`config.mk`:
```
export PLATFORM = sky130hd
export DESIGN_NAME = bsr_board_setup
export DESIGN_NICKNAME = d
export VERILOG_FILES = /design/src/logic/bsr_pkg.sv /design/src/logic/bsr_board_setup.sv /design/src/logic/bsr_req_pulse.sv
export SDC_FILE = /design/constraint.sdc
export NUM_CORES = 1
export LEC_CHECK = 0
export CORE_MARGIN = 4
export CORE_UTILIZATION = 55
export CTS_BUF_LIST = sky130_fd_sc_hd__clkbuf_4 sky130_fd_sc_hd__clkbuf_8
export DETAILED_ROUTE_END_ITERATION = 10
export DONT_BUFFER_PORTS = 1
export GPL_ROUTABILITY_DRIVEN = 0
export PLACE_DENSITY = 0.7
export RECOVER_POWER = 25
export SLEW_MARGIN = 25
export SYNTH_ARGS = -nofsm -noshare
export SYNTH_HDL_FRONTEND = slang
export SYNTH_SLANG_ARGS = --single-unit
```
`constraint.sdc`:
```
create_clock -name i_ref_clk -period 2.3 [get_ports i_ref_clk]
set_input_delay 0.115 -clock i_ref_clk [delete_from_list [all_inputs] [get_ports i_ref_clk]]
set_output_delay 0.115 -clock i_ref_clk [all_outputs]
set_load 0.02 [all_outputs]
```
`src/logic/bsr_pkg.sv`:
```
// Package of offsets, field positions, reset values and command codes for the board setup bank.
package bsr_pkg;

  // ---------------------------------------------------------------------------
  // Register offsets
  // ---------------------------------------------------------------------------
  localparam logic [15:0] OFS_OPTION_CODE = 16'h8204;
  localparam logic [15:0] OFS_SETUP       = 16'h8205;
  localparam logic [15:0] OFS_REVISION    = 16'h8206;
  localparam logic [15:0] OFS_WD_LOCK     = 16'h8207;

  // ---------------------------------------------------------------------------
  // Setup register fields and reset value
  // ---------------------------------------------------------------------------
  localparam int unsigned SETUP_READY_BIT = 7;
  localparam int unsigned SETUP_WATCHDOG_RUN_ENABLE_BIT  = 6;
  localparam int unsigned SETUP_AUX_BIT   = 5;
  localparam int unsigned SETUP_USB_LSB   = 0;
  localparam int unsigned SETUP_USB_W     = 3;
  localparam logic [7:0]  SETUP_WR_MASK   = 8'he7;
  localparam logic [7:0]  SETUP_RESET     = 8'h07;
  localparam int unsigned WD_LOCK_BIT     = 0;

  // ---------------------------------------------------------------------------
  // Command codes and identity values
  // ---------------------------------------------------------------------------
  localparam logic [7:0] CMD_HW_RESET   = 8'ha5;
  localparam logic [7:0] CMD_POWER_OFF  = 8'h5a;
  // Arbitrary neutral values; the real board values are set at integration.
  localparam logic [7:0] OPTION_CODE_DEFAULT = 8'h3c;
  localparam logic [7:0] REVISION_DEFAULT    = 8'h01;

  // ---------------------------------------------------------------------------
  // Timing: length of the reset and power-off request pulses
  // ---------------------------------------------------------------------------
  localparam int unsigned CLK_PERIOD_NS   = 50;
  localparam int unsigned REQ_PULSE_NS    = 1000;
  localparam int unsigned REQ_PULSE_CYC   =
    (REQ_PULSE_NS + CLK_PERIOD_NS - 1) / CLK_PERIOD_NS;
  localparam int unsigned REQ_CNT_W       = 5;

  // Request sequencer states.
  typedef enum logic [1:0] {
    BSR_IDLE,
    BSR_HW_RESET,
    BSR_POWER_OFF
  } bsr_req_state_t;

endpackage

```
`src/logic/bsr_board_setup.sv`:
```
// Board setup and identification register bank with reset and power commands.
// ---------------------------------------------------------------------------
// ---------------------------------------------------------------------------
//
// Added by the designer: the address-and-strobe port.
module bsr_board_setup
  import bsr_pkg::*;
#(
  parameter logic [7:0] OPTION_CODE = OPTION_CODE_DEFAULT,
  parameter logic [7:0] REVISION    = REVISION_DEFAULT
)
(
  input  wire logic        i_ref_clk,
  input  wire logic        i_reset,
  input  wire logic [15:0] i_addr,
  input  wire logic [7:0]  i_wdata,
  input  wire logic        i_wr,
  input  wire logic        i_rd,
  input  wire logic        i_wd_timeout_event,
  output logic      [7:0]  o_rdata,
  output logic             o_ready_led,
  output logic             o_aux_led,
  output logic             o_watchdog_run_enable,
  output logic             o_watchdog_lock_flag,
  output logic      [2:0]  o_port_pair_power_enable,
  output logic             o_wd_timeout_flag,
  output logic             o_hw_reset_req,
  output logic             o_power_off_req
);

  // ---------------------------------------------------------------------------
  // Storage
  // ---------------------------------------------------------------------------
  logic [7:0] setup;
  logic       watchdog_lock_flag;
  logic       wd_timeout_flag;
  logic       start_hw;
  logic       start_pwr;
  logic       req_busy;
  logic [7:0] next_setup;

  // Address match helper used by every write decode.
  function automatic logic hit(input logic [15:0] a, input logic [15:0] ofs);
    return a == ofs;
  endfunction

  // ---------------------------------------------------------------------------
  // Command decode on the option code register
  // ---------------------------------------------------------------------------
  // Only the two exact codes act; anything else written here is dropped.
  always_comb begin
    start_hw  = i_wr && hit(i_addr, OFS_OPTION_CODE) && (i_wdata == CMD_HW_RESET);
    start_pwr = i_wr && hit(i_addr, OFS_OPTION_CODE) && (i_wdata == CMD_POWER_OFF);
  end

  // The pulse stretcher keeps the request long enough for board reset logic.
  bsr_req_pulse u_req_pulse (
    .i_ref_clk       (i_ref_clk),
    .i_reset         (i_reset),
    .i_start_hw      (start_hw),
    .i_start_pwr     (start_pwr),
    .o_hw_reset_req  (o_hw_reset_req),
    .o_power_off_req (o_power_off_req),
    .o_busy          (req_busy)
  );

  // ---------------------------------------------------------------------------
  // Setup register
  // ---------------------------------------------------------------------------
  // Bits 4 and 3 are forced to zero; a locked watchdog enable can only be set.
  always_comb begin
    next_setup = i_wdata & SETUP_WR_MASK;
    if (watchdog_lock_flag && setup[SETUP_WATCHDOG_RUN_ENABLE_BIT]) begin
      next_setup[SETUP_WATCHDOG_RUN_ENABLE_BIT] = 1'b1;
    end
  end

  always_ff @(posedge i_ref_clk) begin
    if (i_reset) begin
      setup <= SETUP_RESET;
    end else if (i_wr && hit(i_addr, OFS_SETUP)) begin
      setup <= next_setup;
    end
  end

  // ---------------------------------------------------------------------------
  // Watchdog lock flag
  // ---------------------------------------------------------------------------
  // Once set the lock is sticky until reset, so a running watchdog stays running.
  always_ff @(posedge i_ref_clk) begin
    if (i_reset) begin
      watchdog_lock_flag <= 1'b0;
    end else if (i_wr && hit(i_addr, OFS_WD_LOCK) && i_wdata[WD_LOCK_BIT]) begin
      watchdog_lock_flag <= 1'b1;
    end
  end

  // ---------------------------------------------------------------------------
  // Watchdog timeout status flag
  // ---------------------------------------------------------------------------
  // A reset or power command clears the flag, but a timeout in the same cycle wins.
  always_ff @(posedge i_ref_clk) begin
    if (i_reset) begin
      wd_timeout_flag <= 1'b0;
    end else if (i_wd_timeout_event) begin
      wd_timeout_flag <= 1'b1;
    end else if (start_hw || start_pwr) begin
      wd_timeout_flag <= 1'b0;
    end
  end

  // ---------------------------------------------------------------------------
  // Read path
  // ---------------------------------------------------------------------------
  // Data appear the cycle after the strobe; unmapped offsets read zero.
  always_ff @(posedge i_ref_clk) begin
    if (i_reset) begin
      o_rdata <= 8'h00;
    end else if (i_rd) begin
      case (i_addr)
        OFS_OPTION_CODE: o_rdata <= OPTION_CODE;
        OFS_SETUP:       o_rdata <= setup;
        OFS_REVISION:    o_rdata <= REVISION;
        OFS_WD_LOCK:     o_rdata <= {7'h00, watchdog_lock_flag};
        default:         o_rdata <= 8'h00;
      endcase
    end else begin
      o_rdata <= 8'h00;
    end
  end

  // ---------------------------------------------------------------------------
  // Pin outputs, straight from the register bits
  // ---------------------------------------------------------------------------
  always_comb begin
    o_ready_led              = setup[SETUP_READY_BIT];
    o_aux_led                = setup[SETUP_AUX_BIT];
    o_watchdog_run_enable    = setup[SETUP_WATCHDOG_RUN_ENABLE_BIT];
    o_watchdog_lock_flag     = watchdog_lock_flag;
    // Each enable feeds one switch that supplies two ports.
    o_port_pair_power_enable = setup[SETUP_USB_LSB +: SETUP_USB_W];
    o_wd_timeout_flag        = wd_timeout_flag;
  end

  // The busy output of the pulse stretcher is only informative here.
  logic unused_busy;
  assign unused_busy = req_busy;

endmodule

```
`src/logic/bsr_req_pulse.sv`:
```
// Stretches a one-cycle command into a fixed-length request pulse.
module bsr_req_pulse
  import bsr_pkg::*;
(
  input  wire logic i_ref_clk,
  input  wire logic i_reset,
  input  wire logic i_start_hw,
  input  wire logic i_start_pwr,
  output logic      o_hw_reset_req,
  output logic      o_power_off_req,
  output logic      o_busy
);

  bsr_req_state_t         state;
  logic [REQ_CNT_W-1:0]   count;

  // ---------------------------------------------------------------------------
  // Sequencer
  // ---------------------------------------------------------------------------
  // A second command during a running pulse is ignored; the board is going down anyway.
  always_ff @(posedge i_ref_clk) begin
    if (i_reset) begin
      state <= BSR_IDLE;
      count <= '0;
    end else begin
      case (state)
        BSR_IDLE: begin
          count <= REQ_CNT_W'(REQ_PULSE_CYC - 1);
          if (i_start_hw) begin
            state <= BSR_HW_RESET;
          end else if (i_start_pwr) begin
            state <= BSR_POWER_OFF;
          end
        end
        BSR_HW_RESET, BSR_POWER_OFF: begin
          if (count == '0) begin
            state <= BSR_IDLE;
          end else begin
            count <= count - 1'b1;
          end
        end
        default: begin
          state <= BSR_IDLE;
        end
      endcase
    end
  end

  // Outputs decode straight from the state register, so they are glitch free.
  always_comb begin
    o_hw_reset_req  = (state == BSR_HW_RESET);
    o_power_off_req = (state == BSR_POWER_OFF);
    o_busy          = (state != BSR_IDLE);
  end

endmodule

```
==> flow_metrics.py <==
metrics = {
    "setup_path": {
        "slowest_delay_ns": 0.46,
        "crit_type": "flip-flop to flip-flop",
        "arrival_ns": 2.10,
        "crit_chain": "inv_1, ha_1, or3b_2, o21ai_1, or4_1, mux2_2, nor2_1",
        "worstPathRequired_ns": 2.55,
        "startpoint_type": "flip-flop",
        "cp_slowest_cell": "or3b_2",
        "crit_path_end_kind": "flip-flop",
        "critPathMaxFanout": 3,
    },
    "routing": {
        "wl_mm": 2.304,
        "vias": 876,
        "wl_per_cell_um": 15.26,
        "dr.pass1.iters": 3,
        "routed_via_density": 5.801,
        "drt_iter0_markers": 6,
        "drc": 0,
        "ant_nets": 0,
    },
    "cts": {
        "cts_root_buf": "clkbuf_4",
        "numClockSinks": 22,
        "insertion_delay_ns": 0.31,
        "htreeDepth": 1,
        "ctsLongestPathBuffers": 2,
        "numCtsBuffers": 3,
        "cts_tree": "built",
        "clk_pin_slew_ns": 0.12,
    },
    "placement": {
        "hpwl_mm": 1.721,
        "dp_slack_ns": 0.4813,
        "place_area_um2": 1046,
        "port-buffer-count": 0,
    },
    "grt": {
        "grt_usage_pct": 19.27,
        "grt_first_pass_wirelength_mm": 3.850,
        "gr-total-overflow": 0,
        "grt_pass1_vias": 902,
        "antenna_found_initial": 0,
        "grt_max_degree": 16,
    },
    "worst_hold_path": {
        "hp-class": "input port to flip-flop",
    },
    "cells_and_area": {
        "final_util_pct": 69.08,
        "final_common_cell": "dfxtp_1",
        "n_antenna_cell": 0,
        "fin_nets": 160,
        "area_growth_pct": 16.65,
        "fin_area_um2": 1219,
        "most-common-layout-cells": "22 x dfxtp_1, 12 x dlygate4sd3_1, 10 x nor2_1, 8 x nand2_1, 7 x a21oi_1",
        "drive_gt1_share_pct": 7.937,
    },
    "timing": {
        "tns_ns": 0,
        "finalCritPeriodShare_pct": 80.37,
        "rsz0062_at_grt": "no",
        "hold_viol_final": 0,
        "layout_min_cycle_time_ns": 1.848,
        "report.final.slew_viol_count": 0,
        "fmax_mhz": 541.0,
        "tightest_slew_ns": 0.5529,
        "setup_viol": 0,
        "clock_skew_ns": 0.007034,
        "post-route-worst-setup-slack_ns": 0.4516,
        "relSlewSlack_pct": 62.80,
    },
    "yosys": {
        "ys_types": 39,
        "ys_ff_latch": 22,
        "async_flop_share_pct": 0,
        "synth_ff_type": "dfxtp_1",
        "synth_seq_area_share_pct": 42.16,
        "avgSynthCellArea_um2": 9.164,
        "synth_edf_count": 0,
        "yosys_warnings": 0,
        "syn_area_um2": 1045,
        "syn_inst": 114,
        "syn_nets": 147,
    },
    "die": {
        "core.rowCount": 15,
        "fp.dieH_um": 51.59,
        "core_um2": 1764,
        "dieWidth_um": 51.59,
        "die_area_um2": 2661,
        "ioPinCount": 47,
        "start_util_pct": 59.22,
    },
    "pwr": {
        "cellLeakagePower_nw": 0.4693,
        "vdd_ir_drop_max_mv": 0.3574,
        "powerDensity_nw_per_um2": 591.1,
        "power_mw": 0.7204,
    },
    "run": {
        "cap_violations": 0,
    },
    "outcome": {
        "status": "completed",
    },
}
-- stage by stage --
step           instances  hold WS, ns
2_1_floorplan        114       0.1841
3_3_place_gp         135       0.1863
3_5_place_dp         135       0.1899
4_1_cts              151     0.005132
5_1_grt              151      0.02793
6_report             151      0.02119
-- layout make-up --
type | count | area, um2
multi-input cells | 82 | 551.8
fillers | 150 | 545.5
flip-flops and latches | 22 | 440.4
repair buffers | 12 | 120.1
well taps | 25 | 31.28
clock inverters | 1 | 30.03
clock buffers | 3 | 22.52
inverters | 6 | 22.52
-- metal layers --
| layer | wire length [um] | GRT usage, % |
|---|---|---|
| met5 | 0 | 0 |
| met4 | 57 | 10.04 |
| met3 | 205 | 5.158 |
| met2 | 1054 | 32.63 |
| met1 | 987 | 22.04 |
-- state kept, by name, indices dropped and copies added (netlist names) --
register              cells
u_req_pulse.state         2
o_watchdog_lock_flag      1
u_req_pulse.count         5
o_rdata                   7
o_wd_timeout_flag         1
setup                     6
-- worst max-delay path: cells and delay by family (launching register included) --
family,cells,cell delay [ns]
simple gates,3,0.69
mux,1,0.33
fa+ha+maj,1,0.17
buf+inv,1,0.07
flops,1,0.34
compound gates,1,0.20
-- where the power goes --
part / internal (mW) / switching, mW / leakage, nW
registers: 0.385 / 0.00415 / 0.179
logic: 0.0218 / 0.0144 / 0.263
clock network: 0.176 / 0.119 / 0.0279
-- logic make-up (layout without fill, tap and decap cells) --
family | count (synthesis) | in the layout | synth area share, %
DFF | 22 | 22 | 42.16
adders and majority gates | 4 | 4 | 4.791
muxes | 5 | 5 | 5.030
AOI/OAI and AO/OA | 23 | 23 | 14.25
buffers and inverters | 10 | 22 | 5.029
and+or+nand+nor | 50 | 50 | 28.74
-- path summary, 6_finish.rpt --
kind,from,to,slack (ns),cells past startpoint
hold / removal,i_reset,o_rdata[0]$_SDFF_PP0_,0.02,2
hold reg to reg,u_req_pulse.count[0]$_SDFFE_PP0P_,u_req_pulse.count[0]$_SDFFE_PP0P_,0.47,1
setup / recovery,u_req_pulse.count[0]$_SDFFE_PP0P_,u_req_pulse.count[3]$_SDFFE_PP0P_,0.45,7
setup reg to reg,u_req_pulse.count[0]$_SDFFE_PP0P_,u_req_pulse.count[3]$_SDFFE_PP0P_,0.45,7
-- repair_timing --
| action | CTS | global route |
|---|---|---|
| resized for setup | 0 | 0 |
| endpoints found under the hold margin | 17 | 0 |
| hold buffers | 12 | 0 |
| buffers inserted | 0 | 0 |
-- cell usage after synthesis (2+ instances only) --
| cell type | number | share of area (%) |
|---|---|---|
| a21oi_1 | 7 | 3.4 |
| nand4b_1 | 2 | 1.7 |
| a31oi_1 | 2 | 1.2 |
| nand2b_1 | 3 | 1.8 |
| buf_4 | 2 | 1.4 |
| and2_1 | 4 | 2.4 |
| a21o_1 | 2 | 1.4 |
| nor4_1 | 3 | 1.8 |
| mux2i_1 | 3 | 2.9 |
| o211ai_1 | 2 | 1.4 |
| a211o_1 | 3 | 2.5 |
| nand3_1 | 3 | 1.4 |
| nor2b_1 | 3 | 1.8 |
| nor2_1 | 10 | 3.6 |
| nand2_1 | 8 | 2.9 |
| dfxtp_1 | 22 | 42 |
| mux2_2 | 2 | 2.2 |
| and3_1 | 2 | 1.2 |
| o21ai_0 | 3 | 1.4 |
| inv_1 | 6 | 2.2 |
| ha_1 | 4 | 4.8 |
(Power assumes the default switching activity.)
